### src/rtl/debug_mode_defs.svh
// Purpose: constants for the single-wire debug mode control block
// Assumes: included by bare name from design files
// Notes:   byte field positions and timing counts in serial ticks
`ifndef DEBUG_MODE_DEFS_SVH
`define DEBUG_MODE_DEFS_SVH

// security field value that marks the part as open
`define SEC_OPEN_CODE       2'h2

// byte select codes for top-byte access
`define BSEL_EXT_CTRL       2'h0
`define BSEL_CTRL_TWO       2'h1
`define BSEL_CTRL_THREE     2'h2

// ext_ctrl_status_reg top byte fields
`define XC_ENABLE_BIT       7
`define XC_CLKSEL_BIT       6

// ctrl_status_two top byte fields
`define C2_FORCE_BIT        7
`define C2_HALT_FORCED_BIT  3
`define C2_HALT_WDOG_BIT    2
`define C2_HALT_OPC_BIT     1
`define C2_HALT_ADDR_BIT    0

// reset values
`define CTRL_TWO_RESET      4'h0
`define CTRL_THREE_RESET    8'h00

// link timing in serial ticks
`define SYNC_REQ_TICKS      8'h10
`define SYNC_RESP_TICKS     8'h10
`define TX_FRAME_BITS       4'hA
`define RX_FRAME_BITS       4'h9

`endif

### src/rtl/debug_mode_pkg.sv
// Purpose: types for the single-wire debug mode control block
// Assumes: nothing
// Notes:   gray coded states along the usual path
package debug_mode_pkg;

    typedef enum logic [1:0] {
        CORE_RUN  = 2'h0,
        CORE_STOP = 2'h1,
        CORE_HALT = 2'h3
    } core_state_t;

    typedef enum logic [1:0] {
        SY_IDLE  = 2'h0,
        SY_LOW   = 2'h1,
        SY_GAP   = 2'h3,
        SY_DRIVE = 2'h2
    } sync_state_t;

    typedef enum logic [3:0] {
        CMD_BYTE_ACCESS = 4'h0,
        CMD_READ_STATUS = 4'h1,
        CMD_MASS_ERASE  = 4'h2,
        CMD_MEM         = 4'h3,
        CMD_MEM_STATUS  = 4'h4,
        CMD_DREG        = 4'h5,
        CMD_ENTER_HALT  = 4'h6,
        CMD_CPU_REG     = 4'h7,
        CMD_STEP        = 4'h8,
        CMD_GO          = 4'h9
    } cmd_class_t;

endpackage : debug_mode_pkg

### src/rtl/sync_responder.sv
// Purpose: answers a long host low on the debug wire with a timed low pulse
// Assumes: tick is the serial clock enable, wire_low already synchronised
// Notes:   pulse starts one tick after the host releases the wire
`timescale 1ns/1ps
`include "debug_mode_defs.svh"
module sync_responder
    import debug_mode_pkg::*;
#(
    parameter logic [7:0] REQ_TICKS  = `SYNC_REQ_TICKS,
    parameter logic [7:0] RESP_TICKS = `SYNC_RESP_TICKS
) (
    input  wire logic clk,
    input  wire logic reset,
    input  wire logic tick,
    input  wire logic wire_low,
    output logic      busy,
    output logic      drive
);
    sync_state_t state;
    logic [7:0]  count;

    always_ff @(posedge clk) begin
        if (reset) begin
            state <= SY_IDLE;
            count <= 8'h00;
        end else if (tick) begin
            case (state)
                SY_IDLE: begin
                    if (wire_low) begin
                        state <= SY_LOW;
                        count <= 8'h01;
                    end
                end
                SY_LOW: begin
                    if (wire_low) begin
                        if (count != 8'hFF) count <= count + 8'h01;
                    end else if (count >= REQ_TICKS) begin
                        state <= SY_GAP;
                    end else begin
                        state <= SY_IDLE;
                    end
                end
                SY_GAP: begin
                    state <= SY_DRIVE;
                    count <= 8'h00;
                end
                SY_DRIVE: begin
                    count <= count + 8'h01;
                    if (count == RESP_TICKS - 8'h01) state <= SY_IDLE;
                end
                default: state <= SY_IDLE;
            endcase
        end
    end

    assign busy  = (state == SY_GAP) || (state == SY_DRIVE);
    assign drive = (state == SY_DRIVE);
endmodule : sync_responder

### src/rtl/debug_mode_ctrl.sv
// Purpose: mode and access control for a single-wire background debug port
// Assumes: command decoder and core share clk; wire and alt clock are async
// Notes:   link frames are start bit, eight bits lsb first, stop bit
`timescale 1ns/1ps
`include "debug_mode_defs.svh"
module debug_mode_ctrl
    import debug_mode_pkg::*;
(
    input  wire logic       clk,
    input  wire logic       reset,
    input  wire logic [1:0] flash_security,
    input  wire logic       reset_por,
    input  wire logic       reset_forced,
    input  wire logic       reset_watchdog,
    input  wire logic       reset_bad_opcode,
    input  wire logic       reset_bad_address,
    input  wire logic       debug_wire_in,
    output logic            debug_wire_out,
    output logic            debug_wire_oe,
    input  wire logic       alt_clk_in,
    input  wire logic       tx_valid,
    input  wire logic [7:0] tx_byte,
    output logic            tx_ready,
    output logic            rx_valid,
    output logic [7:0]      rx_byte,
    input  wire logic       cmd_valid,
    input  wire cmd_class_t cmd_class,
    input  wire logic [1:0] cmd_byte_sel,
    input  wire logic       cmd_byte_write,
    input  wire logic [7:0] cmd_byte_wdata,
    output logic            cmd_accept,
    output logic            cmd_reject,
    output logic [7:0]      byte_rdata,
    output logic            mass_erase_request,
    output logic            step_request,
    output logic            forced_reset_request,
    input  wire logic       core_stop_enter,
    input  wire logic       core_wake,
    input  wire logic       halt_instr,
    input  wire logic       bkpt_halt,
    input  wire logic       illegal_reset_disable,
    output logic            core_halted,
    output logic            fetch_enable,
    output logic            wake_request,
    output logic            illegal_reset,
    output logic            illegal_exception,
    output logic            secure,
    output logic            debug_port_enable,
    output logic            debug_clock_select,
    output logic            stop_clocks_run,
    output logic            regulator_standby_allow,
    output logic            serial_tick
);
    core_state_t state;
    logic        wire_s1, wire_s2, wire_low;
    logic        alt_s1, alt_s2, alt_s3, alt_edge;
    logic        div_tick;
    logic        in_reset_d, release_now;
    logic        por_c, forced_c, wdog_c, opc_c, addr_c, wire_low_c;
    logic [3:0]  halt_after;
    logic [7:0]  ctrl_three;
    logic        boot_halt, open_en, accept_now;
    logic        tx_busy, tx_oe, rx_busy, sync_busy, sync_drive;
    logic [9:0]  tx_shift;
    logic [3:0]  tx_count, rx_count;
    logic [7:0]  rx_shift;
    logic [1:0]  rx_quiet;
    logic        do_halt_cmd, do_go, do_step, do_erase, do_byte_wr;

    // synchronisers for wire and alternate clock
    always_ff @(posedge clk) begin
        wire_s1 <= debug_wire_in;
        wire_s2 <= wire_s1;
        alt_s1  <= alt_clk_in;
        alt_s2  <= alt_s1;
        alt_s3  <= alt_s2;
    end
    assign wire_low = !wire_s2;
    assign alt_edge = alt_s2 && !alt_s3;

    // serial clock enable
    always_ff @(posedge clk) begin
        if (reset) div_tick <= 1'b0;
        else       div_tick <= !div_tick;
    end
    assign serial_tick = (debug_clock_select ? div_tick : alt_edge)
                         && !(state == CORE_STOP && !debug_port_enable);

    // reset cause capture while reset is held
    always_ff @(posedge clk) begin
        in_reset_d <= reset;
        if (reset) begin
            por_c      <= reset_por;
            forced_c   <= reset_forced;
            wdog_c     <= reset_watchdog;
            opc_c      <= reset_bad_opcode;
            addr_c     <= reset_bad_address;
            wire_low_c <= wire_low;
        end
    end
    assign release_now = in_reset_d && !reset;

    // security sampled at release
    always_ff @(posedge clk) begin
        if (reset)            secure <= 1'b1;
        else if (release_now) secure <= (flash_security != `SEC_OPEN_CODE);
    end

    assign boot_halt = (por_c && wire_low_c) || (forced_c && wire_low_c)
                     || (forced_c && halt_after[`C2_HALT_FORCED_BIT])
                     || (wdog_c && halt_after[`C2_HALT_WDOG_BIT])
                     || (opc_c && halt_after[`C2_HALT_OPC_BIT])
                     || (addr_c && halt_after[`C2_HALT_ADDR_BIT]);

    assign open_en = !secure && debug_port_enable;

    // command acceptance by security, enable and core state
    always_comb begin
        accept_now = 1'b0;
        case (cmd_class)
            CMD_BYTE_ACCESS: accept_now = 1'b1;
            CMD_READ_STATUS,
            CMD_MASS_ERASE:  accept_now = 1'b1;
            CMD_MEM,
            CMD_MEM_STATUS,
            CMD_DREG:        accept_now = open_en && (state != CORE_STOP);
            CMD_ENTER_HALT:  accept_now = open_en;
            CMD_CPU_REG:     accept_now = open_en && (state != CORE_RUN);
            CMD_STEP,
            CMD_GO:          accept_now = open_en && (state == CORE_HALT);
            default:         accept_now = 1'b0;
        endcase
    end

    assign do_halt_cmd = cmd_valid && accept_now && (cmd_class == CMD_ENTER_HALT);
    assign do_go       = cmd_valid && accept_now && (cmd_class == CMD_GO);
    assign do_step     = cmd_valid && accept_now && (cmd_class == CMD_STEP);
    assign do_erase    = cmd_valid && accept_now && (cmd_class == CMD_MASS_ERASE);
    assign do_byte_wr  = cmd_valid && (cmd_class == CMD_BYTE_ACCESS) && cmd_byte_write;

    always_ff @(posedge clk) begin
        if (reset) begin
            cmd_accept         <= 1'b0;
            cmd_reject         <= 1'b0;
            mass_erase_request <= 1'b0;
            step_request       <= 1'b0;
            forced_reset_request <= 1'b0;
        end else begin
            cmd_accept         <= cmd_valid && accept_now;
            cmd_reject         <= cmd_valid && !accept_now;
            mass_erase_request <= do_erase;
            step_request       <= do_step;
            forced_reset_request <= do_byte_wr && cmd_byte_sel == `BSEL_CTRL_TWO
                                    && cmd_byte_wdata[`C2_FORCE_BIT];
        end
    end

    // ext_ctrl_status_reg top byte: enable and clock select
    always_ff @(posedge clk) begin
        if (reset) begin
            debug_port_enable  <= 1'b0;
            debug_clock_select <= 1'b0;
        end else if (release_now) begin
            debug_port_enable  <= boot_halt;
            debug_clock_select <= boot_halt;
        end else if (do_byte_wr && cmd_byte_sel == `BSEL_EXT_CTRL) begin
            debug_port_enable  <= cmd_byte_wdata[`XC_ENABLE_BIT];
            debug_clock_select <= cmd_byte_wdata[`XC_CLKSEL_BIT];
        end
    end

    // ctrl_status_two halt-after bits survive all but power-on reset
    always_ff @(posedge clk) begin
        if (reset && reset_por) begin
            halt_after <= `CTRL_TWO_RESET;
        end else if (!reset && do_byte_wr && cmd_byte_sel == `BSEL_CTRL_TWO) begin
            halt_after <= cmd_byte_wdata[3:0];
        end
    end

    always_ff @(posedge clk) begin
        if (reset)
            ctrl_three <= `CTRL_THREE_RESET;
        else if (do_byte_wr && cmd_byte_sel == `BSEL_CTRL_THREE)
            ctrl_three <= cmd_byte_wdata;
    end

    // top byte read data
    always_ff @(posedge clk) begin
        if (reset) begin
            byte_rdata <= 8'h00;
        end else if (cmd_valid && cmd_class == CMD_BYTE_ACCESS) begin
            case (cmd_byte_sel)
                `BSEL_EXT_CTRL:   byte_rdata <= {debug_port_enable, debug_clock_select, 6'h00};
                `BSEL_CTRL_TWO:   byte_rdata <= {4'h0, halt_after};
                `BSEL_CTRL_THREE: byte_rdata <= ctrl_three;
                default:          byte_rdata <= 8'h00;
            endcase
        end else if (cmd_valid && cmd_class == CMD_READ_STATUS) begin
            byte_rdata <= {7'h00, secure};
        end
    end

    // core mode state
    always_ff @(posedge clk) begin
        if (reset) begin
            state <= CORE_RUN;
        end else if (release_now) begin
            state <= boot_halt ? CORE_HALT : CORE_RUN;
        end else begin
            case (state)
                CORE_RUN: begin
                    if (do_halt_cmd) state <= CORE_HALT;
                    else if ((halt_instr || bkpt_halt) && debug_port_enable)
                        state <= CORE_HALT;
                    else if (core_stop_enter) state <= CORE_STOP;
                end
                CORE_STOP: begin
                    if (do_halt_cmd)    state <= CORE_HALT;
                    else if (core_wake) state <= CORE_RUN;
                end
                CORE_HALT: begin
                    if (do_go) state <= CORE_RUN;
                end
                default: state <= CORE_RUN;
            endcase
        end
    end

    always_ff @(posedge clk) begin
        if (reset) begin
            wake_request      <= 1'b0;
            illegal_reset     <= 1'b0;
            illegal_exception <= 1'b0;
        end else begin
            wake_request      <= do_halt_cmd && state == CORE_STOP;
            illegal_reset     <= halt_instr && !debug_port_enable
                                 && !illegal_reset_disable;
            illegal_exception <= halt_instr && !debug_port_enable && illegal_reset_disable;
        end
    end

    assign core_halted             = (state == CORE_HALT);
    assign fetch_enable            = (state == CORE_RUN);
    assign stop_clocks_run         = debug_port_enable;
    assign regulator_standby_allow = !debug_port_enable;

    // transmit: start, eight bits, stop; low bits pull the wire
    assign tx_ready = !tx_busy && !rx_busy && !sync_busy;

    always_ff @(posedge clk) begin
        if (reset) begin
            tx_busy  <= 1'b0;
            tx_oe    <= 1'b0;
            tx_shift <= 10'h3FF;
            tx_count <= 4'h0;
        end else if (tx_valid && tx_ready) begin
            tx_shift <= {1'b1, tx_byte, 1'b0};
            tx_count <= `TX_FRAME_BITS;
            tx_busy  <= 1'b1;
        end else if (tx_busy && serial_tick) begin
            if (tx_count == 4'h0) begin
                tx_busy <= 1'b0;
                tx_oe   <= 1'b0;
            end else begin
                tx_oe    <= !tx_shift[0];
                tx_shift <= {1'b1, tx_shift[9:1]};
                tx_count <= tx_count - 4'h1;
            end
        end
    end

    // receive: start low, eight bits, stop must read high
    always_ff @(posedge clk) begin
        if (reset) begin
            rx_busy  <= 1'b0;
            rx_count <= 4'h0;
            rx_shift <= 8'h00;
            rx_byte  <= 8'h00;
            rx_valid <= 1'b0;
            rx_quiet <= 2'h3;
        end else begin
            rx_valid <= 1'b0;
            // stale synchroniser lows after own drive or reset are no start bit
            rx_quiet <= (tx_oe || sync_drive) ? 2'h3 : {1'b0, rx_quiet[1]};
            if (serial_tick) begin
                if (!rx_busy) begin
                    if (wire_low && !tx_busy && !sync_busy && rx_quiet == 2'h0) begin
                        rx_busy  <= 1'b1;
                        rx_count <= `RX_FRAME_BITS;
                    end
                end else if (rx_count == 4'h1) begin
                    rx_busy <= 1'b0;
                    if (!wire_low) begin
                        rx_byte  <= rx_shift;
                        rx_valid <= 1'b1;
                    end
                end else begin
                    rx_shift <= {!wire_low, rx_shift[7:1]};
                    rx_count <= rx_count - 4'h1;
                end
            end
        end
    end

    sync_responder #(
        .REQ_TICKS  (`SYNC_REQ_TICKS),
        .RESP_TICKS (`SYNC_RESP_TICKS)
    ) u_sync (
        .clk      (clk),
        .reset    (reset),
        .tick     (serial_tick),
        .wire_low (wire_low),
        .busy     (sync_busy),
        .drive    (sync_drive)
    );

    assign debug_wire_out = 1'b0;
    assign debug_wire_oe  = tx_oe || sync_drive;
endmodule : debug_mode_ctrl

### config.mk
export PLATFORM = sky130hd
export DESIGN_NAME = debug_mode_ctrl
export DESIGN_NICKNAME = d
export VERILOG_FILES = /design/src/rtl/debug_mode_pkg.sv /design/src/rtl/sync_responder.sv /design/src/rtl/debug_mode_ctrl.sv
export VERILOG_INCLUDE_DIRS = /design/src /design/src/rtl
export SDC_FILE = /design/constraint.sdc
export NUM_CORES = 1
export LEC_CHECK = 0
export BUFFER_PORTS_ARGS = -buffer_cell sky130_fd_sc_hd__buf_4
export CAP_MARGIN = 20
export CORE_AREA = 2 2 84 94
export DETAILED_ROUTE_END_ITERATION = 10
export DIE_AREA = 0 0 86 96
export HOLD_SLACK_MARGIN = 0.05
export PLACE_DENSITY = 0.88
export SLEW_MARGIN = 10
export SYNTH_ARGS = -nofsm -noshare
export SYNTH_HDL_FRONTEND = slang
export SYNTH_SLANG_ARGS = --single-unit
### constraint.sdc
create_clock -name clk -period 3.85 [get_ports clk]
set_clock_uncertainty 0.2 [all_clocks]
set_input_delay 0.1925 -clock clk [delete_from_list [all_inputs] [get_ports clk]]
set_output_delay 0.1925 -clock clk [all_outputs]
set_load 0.03 [all_outputs]
==> impl_metrics.json, run 1 <==
{
  "totalNegativeSetupSlack_ns": 0,
  "maxClockFrequency_mhz": 383,
  "power-per-cell-area_nw_per_um2": 359,
  "root_buffer": "sky130_fd_sc_hd__clkbuf_8",
  "hold_buffers": 38,
  "grt_usage_pct": 25.0,
  "drt-initial-drc-count": 178,
  "synthesized_net_count": 499,
  "cp_data_arrival_time_ns": 2.67,
  "placement.io_buffers": 75,
  "r2r_end": "rx_count[3]$_SDFFE_PP0P_",
  "synth_largest_type_area_fraction_pct": 42.0,
  "synth_sequential_area_ratio_pct": 46.2,
  "cts_setup_buffers": 0,
  "clockBufferDepth": 2,
  "timing.setup.critical_path_class": "in2reg",
  "clkSinkCount": 95,
  "holdPathStages": 4,
  "global_route_wire_length_before_repair_um": 16500,
  "place_congestion": 0.890,
  "final_layout_size_suffix_gt1_share_pct": 19.6,
  "initial_cell_density_of_the_core_pct": 58.1,
  "dp.cells": 588,
  "routed_wirelength_um": 10100,
  "synth.area.top_cells": "sky130_fd_sc_hd__dfxtp_1 42%, sky130_fd_sc_hd__mux2i_1 7.3%, sky130_fd_sc_hd__edfxtp_1 4.2%, sky130_fd_sc_hd__nand2_1 4.0%, sky130_fd_sc_hd__nor2_1 2.9%",
  "report.final.slew_viol_count": 0,
  "clk-insertion-delay-late_ns": 0.36,
  "cp_cell_sequence": "dlygate4sd3_1 -> buf_4 -> nor4b_2 -> nand4_1 -> mux2i_1 -> a21oi_1 -> dlygate4sd3_1",
  "hold_path.startpoint": "cmd_class[0]",
  "layout_min_cycle_time_ns": 2.61,
  "preCtsSetupSlack_ns": 1.55,
  "clock_pin_slew_worst_setup_and_hold_paths_ns": 0.10,
  "cts-resized-gates": 0,
  "worst_min_delay_path_class": "in2reg",
  "average_cell_area_after_synthesis_um2": 9.46,
  "drt-vias-per-instance": 6.00,
  "finalSetupViolCount": 0,
  "dpl.hpwl_um": 6580,
  "final_antenna_net_count": 0,
  "cts_tree": "built",
  "globalRouteOverflowTotal": 0,
  "synth.ff_latch_count": 95,
  "slowest_delay_ns": 0.60,
  "routed-via-count": 3854,
  "number_of_enable_flip_flop_cells_after_synthesis": 6,
  "grt_max_degree": 68,
  "dominant_cell_by_count_in_the_synthesized_netlist": "sky130_fd_sc_hd__dfxtp_1",
  "cp-start-kind": "primary input",
  "synth_area_leader_cell": "sky130_fd_sc_hd__dfxtp_1",
  "worstRegToRegCells": 6,
  "worstMarginPinSlew_ns": 0.992,
  "wl_per_cell_um": 15.7,
  "final_net_count": 600,
  "syn-cell-area_um2": 4250,
  "io_pins": 77,
  "final_hold_viol_count": 0,
  "route.detailed.drc": 0,
  "critPathRequiredTime_ns": 3.91,
  "worst-r2r-setup-slack_ns": 1.50,
  "antenna_found_initial": 0,
  "fin_ws_ns": 1.24,
  "final.period_utilization_pct": 67.7,
  "num-fill-cells": 517,
  "timing.max_slew.rel_slack_pct": 33.2,
  "antenna-diode-count": 0,
  "die_area_um2": 8260,
  "via_count_of_the_first_global_routing_pass": 3643,
  "critical_path.most_common_cell": "sky130_fd_sc_hd__dlygate4sd3_1",
  "synth_cell_type_count": 70,
  "synth_flop_cell": "sky130_fd_sc_hd__dfxtp_1",
  "worst_path_max_delay_cell": "sky130_fd_sc_hd__dlygate4sd3_1",
  "maxcap_viol_count": 0,
  "p_leak_nw": 2.21,
  "post_synth_inst_count": 449,
  "final-instance-count-excl-fill": 642,
  "status": "finished, final reports clean",
  "cp-end-kind": "register",
  "rsz0062_at_grt": "no",
  "async_reset_ff_share_pct": 0,
  "htree_levels": 3,
  "detail_route.first_pass.iterations": 5,
  "min_delay_worst_endpoint": "byte_rdata[0]$_SDFFE_PP0P_",
  "num_rows": 33,
  "r2r_start": "u_sync.state[0]$_SDFFE_PP0P_",
  "die_width_um": 86,
  "syn2layout_area_growth_pct": 26.4,
  "die_ht_um": 96,
  "yosys_warnings": 0,
  "floorplan.core_area_um2": 7310,
  "post_synth_most_frequent_cells": "89 x sky130_fd_sc_hd__dfxtp_1, 45 x sky130_fd_sc_hd__nand2_1, 33 x sky130_fd_sc_hd__nor2_1",
  "path_max_fanout": 8,
  "cts_buffers": 9,
  "power.ir.vdd_worst_v": 0.000304
}
cell type report:
type / instances / area [um2] / area share, %
multi-input combinational: 314 / 2100 / 39.1
clock inverter: 7 / 67.6 / 1.26
sequential: 95 / 1960 / 36.6
inverter: 17 / 63.8 / 1.19
timing repair buffer: 113 / 943 / 17.6
tap: 87 / 109 / 2.03
clock buffer: 9 / 124 / 2.31
layout by cell type (no fill, tap or decap), types with 6 or more instances in the layout:
cell type	count
sky130_fd_sc_hd__dlygate4sd3_1	38
sky130_fd_sc_hd__nor3_1	9
sky130_fd_sc_hd__o21ai_0	19
sky130_fd_sc_hd__a22oi_1	8
sky130_fd_sc_hd__inv_1	16
sky130_fd_sc_hd__clkbuf_8	9
sky130_fd_sc_hd__nand2b_1	7
sky130_fd_sc_hd__dfxtp_1	89
sky130_fd_sc_hd__a21oi_1	19
sky130_fd_sc_hd__edfxtp_1	6
sky130_fd_sc_hd__nand2_1	45
sky130_fd_sc_hd__nor2b_1	8
sky130_fd_sc_hd__a221oi_1	7
sky130_fd_sc_hd__nor2_1	33
sky130_fd_sc_hd__ha_1	9
sky130_fd_sc_hd__o211ai_1	8
sky130_fd_sc_hd__nand3_1	12
sky130_fd_sc_hd__nor4_1	8
sky130_fd_sc_hd__buf_4	75
sky130_fd_sc_hd__mux2i_1	31
cell families after synthesis:
kind of cell             after synthesis  share of synthesized area (%)
other                                  1                         0.0883
AND/OR/NAND/NOR                      167                           21.0
multiplexers                          31                           7.31
XOR/XNOR                               1                          0.206
buffers and inverters                 40                           4.42
flip-flops                            95                           46.2
AO/OA/AOI/OAI                        105                           18.1
adder cells (fa/ha/maj)                9                           2.65
report_power, final:
group	switching (mW)	leakage [nW]	internal [mW]	total, mW
logic	0.135	1.34	0.112	0.247
clock network	0.378	0.0867	0.248	0.626
registers	0.0276	0.783	1.03	1.05
total	0.540	2.21	1.39	1.93
worst max-delay path by stage:
stage	start	endpoint	slack, ns	cells after the start
global placement	u_sync.state[0]$_SDFFE_PP0P_	rx_count[3]$_SDFFE_PP0P_	1.63	6
CTS	cmd_class[1]	halt_after[0]$_SDFFE_PP0P_	1.28	7
floorplan	u_sync.state[0]$_SDFFE_PP0P_	rx_count[3]$_SDFFE_PP0P_	1.31	6
global route	cmd_class[1]	halt_after[0]$_SDFFE_PP0P_	1.09	7
detailed placement	u_sync.state[0]$_SDFFE_PP0P_	rx_count[3]$_SDFFE_PP0P_	1.55	6
finish	cmd_class[1]	halt_after[0]$_SDFFE_PP0P_	1.24	7
metal layers:
| metal | track usage [%] | vias up | wire length, um |
|---|---|---|---|
| met2 | 43.3 | 156 | 5150 |
| met4 | 10.3 | 0 | 172 |
| li1 | - | 1858 | - |
| met1 | 30.3 | 1820 | 4220 |
| met3 | 5.15 | 20 | 557 |
| met5 | 0 | - | 0 |
registers in the layout (all words and copies together), names as in the netlist, 2 cells and up:
signal,flops
state,2
ctrl_three,8
tx_count,4
rx_quiet,2
halt_after,4
tx_shift,9
rx_shift,8
rx_count,4
rx_byte,8
byte_rdata,8
u_sync.state,2
u_sync.count,8
worst max-delay path, delay by kind of cell:
family	cells	cell delay (ns)
compound gates	1	0.06
buf+inv	3	1.29
simple gates	2	0.85
mux	1	0.26
per-stage QoR:
step	util (%)	instance area (um2)	hold WS, ns	power [mW]
2_1_floorplan	-	4250	0.0202	1.21
3_3_place_gp	65.6	4790	0.0982	1.28
3_5_place_dp	65.6	4790	0.0985	1.29
4_1_cts	73.4	5370	0.0537	1.93
5_1_grt	73.4	5370	0.0865	2.00
6_report	73.4	5370	0.0659	1.93
Power figures use the tool's default switching activity.
==> run 2: changes to the inputs <==
- CORE_AREA: 2 2 84 94 -> 2 2 91 102
- DIE_AREA: 0 0 86 96 -> 0 0 93 104
- PLACE_DENSITY: 0.88 -> 0.8
- clock period: 3.85 -> 2.35 ns (I/O delays scaled with it)
==> impl_metrics.json, run 2 (synthesized netlist as in run 1, its figures left out) <==
{
  "syn2layout_area_growth_pct": 32.0,
  "status": "finished, final reports clean",
  "num-fill-cells": 704,
  "power.share.combinational_pct": 13.3,
  "finalSetupViolCount": 0,
  "report.final.slew_viol_count": 0,
  "cts_setup_buffers": 0,
  "power.ir.vdd_worst_v": 0.000401,
  "cp_data_arrival_time_ns": 1.93,
  "cp.buffers_inverters": 2,
  "drt-vias-per-instance": 5.65,
  "clock_pin_slew_worst_setup_and_hold_paths_ns": 0.09,
  "layout_min_cycle_time_ns": 2.25,
  "total_switching_power_uw": 875,
  "path_max_fanout": 10,
  "timing.setup.critical_path_class": "reg2out",
  "antenna_found_initial": 0,
  "num_rows": 36,
  "drt-initial-drc-count": 170,
  "p_int_mw": 2.39,
  "final-instance-count-excl-fill": 688,
  "clkPwrFrac_pct": 33.9,
  "maxcap_viol_count": 0,
  "initial_cell_density_of_the_core_pct": 49.1,
  "dpl.hpwl_um": 6670,
  "via_count_of_the_first_global_routing_pass": 3838,
  "floorplan.core_area_um2": 8650,
  "routed-via-count": 3888,
  "worst_min_delay_path_class": "in2reg",
  "pwr-share-seq_pct": 52.7,
  "clk-insertion-delay-late_ns": 0.36,
  "routed_wirelength_um": 10400,
  "power.total_mw": 3.26,
  "final_antenna_net_count": 0,
  "antenna-diode-count": 0,
  "final_net_count": 619,
  "power.share.switching_pct": 26.8,
  "rsz0062_at_grt": "no",
  "cpLargestDelayFamily": "simple AND/OR/NAND/NOR gates",
  "worst_path_max_delay_cell": "sky130_fd_sc_hd__or3b_2",
  "die_width_um": 93,
  "critPathRequiredTime_ns": 2.03,
  "power-per-cell-area_nw_per_um2": 582,
  "cts_buffers": 9,
  "place_congestion": 0.882,
  "placement.io_buffers": 75,
  "most_common_cell_after_layout_fill_and_taps_aside": "sky130_fd_sc_hd__dfxtp_1",
  "final_cell_mix": "88 x sky130_fd_sc_hd__dfxtp_1, 83 x sky130_fd_sc_hd__buf_4, 48 x sky130_fd_sc_hd__dlygate4sd3_1",
  "detail_route.first_pass.iterations": 4,
  "maxClockFrequency_mhz": 445,
  "die_ht_um": 104,
  "cts_tree": "built",
  "p_leak_nw": 2.34,
  "globalRouteOverflowTotal": 0,
  "clkSinkCount": 95,
  "grt_usage_pct": 21.9,
  "die_area_um2": 9670,
  "cp_cell_sequence": "or3b_2 -> o21ai_2 -> inv_2 -> buf_4",
  "cp-end-kind": "primary output",
  "wl_per_cell_um": 15.1,
  "fin_ws_ns": 0.101,
  "slowest_delay_ns": 0.58,
  "largest_register_ffs": 9,
  "route.detailed.drc": 0,
  "timing.max_slew.rel_slack_pct": 46.5,
  "final_layout_size_suffix_gt1_share_pct": 21.1,
  "final.period_utilization_pct": 95.7,
  "worstMarginPinSlew_ns": 0.800,
  "root_buffer": "sky130_fd_sc_hd__clkbuf_8",
  "grt_max_degree": 35,
  "clockBufferDepth": 2,
  "io_pins": 77,
  "cp-start-kind": "register",
  "htree_levels": 3,
  "totalNegativeSetupSlack_ns": 0,
  "regMostFlops": "tx_shift",
  "final_hold_viol_count": 0,
  "preCtsSetupSlack_ns": 0.155,
  "dp.cells": 624,
  "global_route_wire_length_before_repair_um": 17500
}
## run 2: cell types whose count changed in the layout (fill, tap and decap cells not counted), moves of 2 or more
cell / previous run / this run
sky130_fd_sc_hd__dlygate4sd3_1: 38 / 48
sky130_fd_sc_hd__buf_4: 75 / 83
sky130_fd_sc_hd__nor2b_1: 8 / 6
sky130_fd_sc_hd__nor2b_2: 0 / 2
## run 2: metrics by stage
step | hold WS [ns] | utilization, % | area, um2
after floorplan | -0.0548 | - | 4250
after global placement | 0.0237 | 56.7 | 4900
after detailed placement | 0.0236 | 56.7 | 4900
after CTS | 0.0710 | 64.6 | 5590
after global routing | 0.146 | 64.8 | 5610
final | 0.0907 | 64.8 | 5610
## run 2: timing repair
item,4_1_cts,5_1_grt
hold endpoints to repair,54,0
hold buffers,48,0
setup endpoints to repair,0,8
resized for setup,0,6
## run 2: power groups by stage
stage | logic (mW) | clock network (mW) | registers [mW]
CTS | 0.426 | 1.12 | 1.72
global placement | 0.362 | 0 | 1.75
floorplan | 0.229 | 0 | 1.76
detailed placement | 0.371 | 0 | 1.76
finish | 0.435 | 1.11 | 1.72
global route | 0.476 | 1.20 | 1.73
## run 2: path summary, 6_finish.rpt
check | from | cells after the start | slack (ns) | to
hold / removal | bkpt_halt | 5 | 0.09 | state[1]$_SDFFE_PP0P_
setup reg to reg | u_sync.state[0]$_SDFFE_PP0P_ | 6 | 0.14 | rx_count[3]$_SDFFE_PP0P_
setup / recovery | state[1]$_SDFFE_PP0P_ | 4 | 0.10 | serial_tick
hold reg to reg | alt_s1$_DFF_P_ | 0 | 0.14 | alt_s2$_DFF_P_
## run 2: layout make-up
type                    instances  area [um2]  area share [%]
multi-input cells             314        2110            37.6
inverters                      17        63.8            1.14
clock inverters                 7        78.8            1.41
clock buffers                   9         124            2.21
repair buffers                132        1120            20.0
flip-flops and latches         95        1960            35.0
well taps                     114         143            2.54
## run 2: layer usage
layer / GRT usage (%) / vias to the layer above / wire (um)
li1: - / 1900 / -
met1: 27.6 / 1838 / 4450
met2: 37.6 / 129 / 5220
met3: 3.62 / 21 / 540
met4: 7.88 / 0 / 174
met5: 0 / - / 0
## run 2: worst reg2reg max path, stage by stage (launching register included)
cell,delay (ns)
sky130_fd_sc_hd__dfxtp_1,0.39
sky130_fd_sc_hd__inv_1,0.10
sky130_fd_sc_hd__ha_1,0.29
sky130_fd_sc_hd__nor4_4,0.30
sky130_fd_sc_hd__a22oi_1,0.20
sky130_fd_sc_hd__or4_1,0.50
sky130_fd_sc_hd__a31oi_1,0.16
==> run 3: changes to the inputs <==
--- a/config.mk
+++ b/config.mk
@@ -14,3 +14,3 @@
 export HOLD_SLACK_MARGIN = 0.05
-export PLACE_DENSITY = 0.8
+export PLACE_DENSITY = 0.74
 export SLEW_MARGIN = 10
==> constraint.sdc (replaced) <==
create_clock -name clk -period 2.35 [get_ports clk]
set_clock_uncertainty 0.2 [all_clocks]
set_input_delay 0.3525 -clock clk [delete_from_list [all_inputs] [get_ports clk]]
set_output_delay 0.3525 -clock clk [all_outputs]
set_load 0.03 [all_outputs]
==> impl_metrics.json, run 3 (synthesized netlist as in run 1, its figures left out) <==
{
  "r2r_end": "rx_count[3]$_SDFFE_PP0P_",
  "route.detailed.drc": 0,
  "holdPathStages": 3,
  "path_max_fanout": 6,
  "die_ht_um": 104,
  "power-per-cell-area_nw_per_um2": 599,
  "detail_route.first_pass.iterations": 4,
  "maxcap_viol_count": 0,
  "final_cell_mix": "93 x sky130_fd_sc_hd__buf_4, 88 x sky130_fd_sc_hd__dfxtp_1, 45 x sky130_fd_sc_hd__nand2_1",
  "antenna-diode-count": 0,
  "p_leak_nw": 2.26,
  "htree_levels": 3,
  "placement.io_buffers": 75,
  "dpl.hpwl_um": 6800,
  "grt_usage_pct": 21.2,
  "final_core_utilization_pct": 62.7,
  "clock_pin_slew_worst_setup_and_hold_paths_ns": 0.10,
  "final_antenna_net_count": 0,
  "placedInstanceArea_um2": 4930,
  "totalNegativeSetupSlack_ns": 0,
  "floorplan.core_area_um2": 8650,
  "timing.setup.critical_path_class": "reg2out",
  "final_hold_viol_count": 0,
  "num_rows": 36,
  "syn2layout_area_growth_pct": 27.7,
  "status": "finished, final reports clean",
  "power.ir.vdd_worst_v": 0.000419,
  "timing.max_slew.rel_slack_pct": 64.7,
  "clockBufferDepth": 2,
  "routed-via-count": 3733,
  "cp-end-kind": "primary output",
  "root_buffer": "sky130_fd_sc_hd__clkbuf_8",
  "via_count_of_the_first_global_routing_pass": 3543,
  "cts_tree": "built",
  "worstMarginPinSlew_ns": 0.529,
  "final_net_count": 603,
  "worst-r2r-setup-slack_ns": 0.16,
  "report.final.slew_viol_count": 0,
  "cp_data_arrival_time_ns": 1.65,
  "clkSinkCount": 95,
  "min_delay_worst_endpoint": "ctrl_three[6]$_SDFFE_PP0P_",
  "regMostFlops": "tx_shift",
  "finalInstanceArea_um2": 5420,
  "global_route_wire_length_before_repair_um": 16700,
  "antenna_found_initial": 0,
  "rsz0062_at_grt": "no",
  "critPathRequiredTime_ns": 1.80,
  "clk-insertion-delay-late_ns": 0.37,
  "die_width_um": 93,
  "die_area_um2": 9670,
  "finalSetupViolCount": 0,
  "routed_wirelength_um": 9840,
  "io_pins": 77,
  "cp-start-kind": "register",
  "num-fill-cells": 737,
  "initial_cell_density_of_the_core_pct": 49.1,
  "most_common_cell_after_layout_fill_and_taps_aside": "sky130_fd_sc_hd__buf_4",
  "largest_register_ffs": 9,
  "final_layout_size_suffix_gt1_share_pct": 22.9,
  "drt-vias-per-instance": 5.56,
  "drt-initial-drc-count": 182,
  "layout_min_cycle_time_ns": 2.21,
  "hold_path.startpoint": "cmd_byte_wdata[6]",
  "final.period_utilization_pct": 93.9,
  "globalRouteOverflowTotal": 0,
  "worstRegToRegCells": 6,
  "worst_min_delay_path_class": "in2reg",
  "place_congestion": 0.846,
  "maxClockFrequency_mhz": 453,
  "wl_per_cell_um": 14.6,
  "grt_max_degree": 31,
  "cts_buffers": 9,
  "r2r_start": "u_sync.state[0]$_SDFFE_PP0P_"
}
==> run 3: per-layer routing <==
| metal | wire [um] | GRT usage, % | vias up |
|---|---|---|---|
| met1 | 4420 | 27.8 | 1791 |
| met4 | 115 | 5.99 | 0 |
| met2 | 4850 | 35.2 | 76 |
| li1 | - | - | 1857 |
| met5 | 0 | 0 | - |
| met3 | 450 | 4.20 | 9 |
==> run 3: worst max-delay path by stage <==
stage                                       startpoint                    endpoint  slack (ns)
after detailed placement  u_sync.state[0]$_SDFFE_PP0P_    rx_count[3]$_SDFFE_PP0P_        0.16
after global placement                    cmd_class[1]  byte_rdata[5]$_SDFFE_PP0P_        0.31
final                     u_sync.state[0]$_SDFFE_PP0P_                    tx_ready        0.14
after global routing      u_sync.state[0]$_SDFFE_PP0P_    rx_count[3]$_SDFFE_PP0P_       0.004
after CTS                        state[1]$_SDFFE_PP0P_                 serial_tick        0.05
after floorplan           u_sync.state[0]$_SDFFE_PP0P_    rx_count[3]$_SDFFE_PP0P_        0.09
==> run 3: cell type report <==
cell class              count  area [um2]  share of cell area, %
inverters                  17        63.8                   1.18
clock buffers               9         124                   2.29
flip-flops and latches     95        1960                   36.2
clock inverters             7        77.6                   1.43
repair buffers            116         928                   17.1
multi-input cells         314        2120                   39.1
well taps                 114         143                   2.63
==> run 3: stage by stage <==
| stage | std cells | power [mW] | hold WS [ns] | setup slack [ns] |
|---|---|---|---|---|
| final | 672 | 3.25 | 0.0567 | 0.143 |
| after global routing | 672 | 3.39 | 0.0575 | 0.00360 |
| after CTS | 667 | 3.26 | 0.0503 | 0.0500 |
| after detailed placement | 628 | 2.13 | 0.123 | 0.164 |
| after global placement | 628 | 2.12 | 0.111 | 0.312 |
| after floorplan | 449 | 1.98 | 0.110 | 0.0916 |
==> run 3: worst max-delay path, cell delays in order (launching register included) <==
cell and delay, ns:
sky130_fd_sc_hd__dfxtp_1 0.38, sky130_fd_sc_hd__inv_1 0.10, sky130_fd_sc_hd__ha_1 0.29, sky130_fd_sc_hd__nor4_4 0.29, sky130_fd_sc_hd__buf_4 0.24
==> run 3: repair_timing <==
| item | CTS | global route |
|---|---|---|
| resized for setup | 3 | 1 |
| buffers inserted | 0 | 5 |
| cloned | 0 | 0 |
| endpoints found under the hold margin | 26 | 0 |
| hold buffers | 23 | 0 |
| pin swaps | 0 | 2 |
| setup endpoints to repair | 1 | 1 |
==> run 3: power breakdown <==
group / switching (mW) / internal (mW) / total (mW)
registers: 0.0393 / 1.68 / 1.72
logic: 0.231 / 0.199 / 0.430
clock network: 0.594 / 0.505 / 1.10
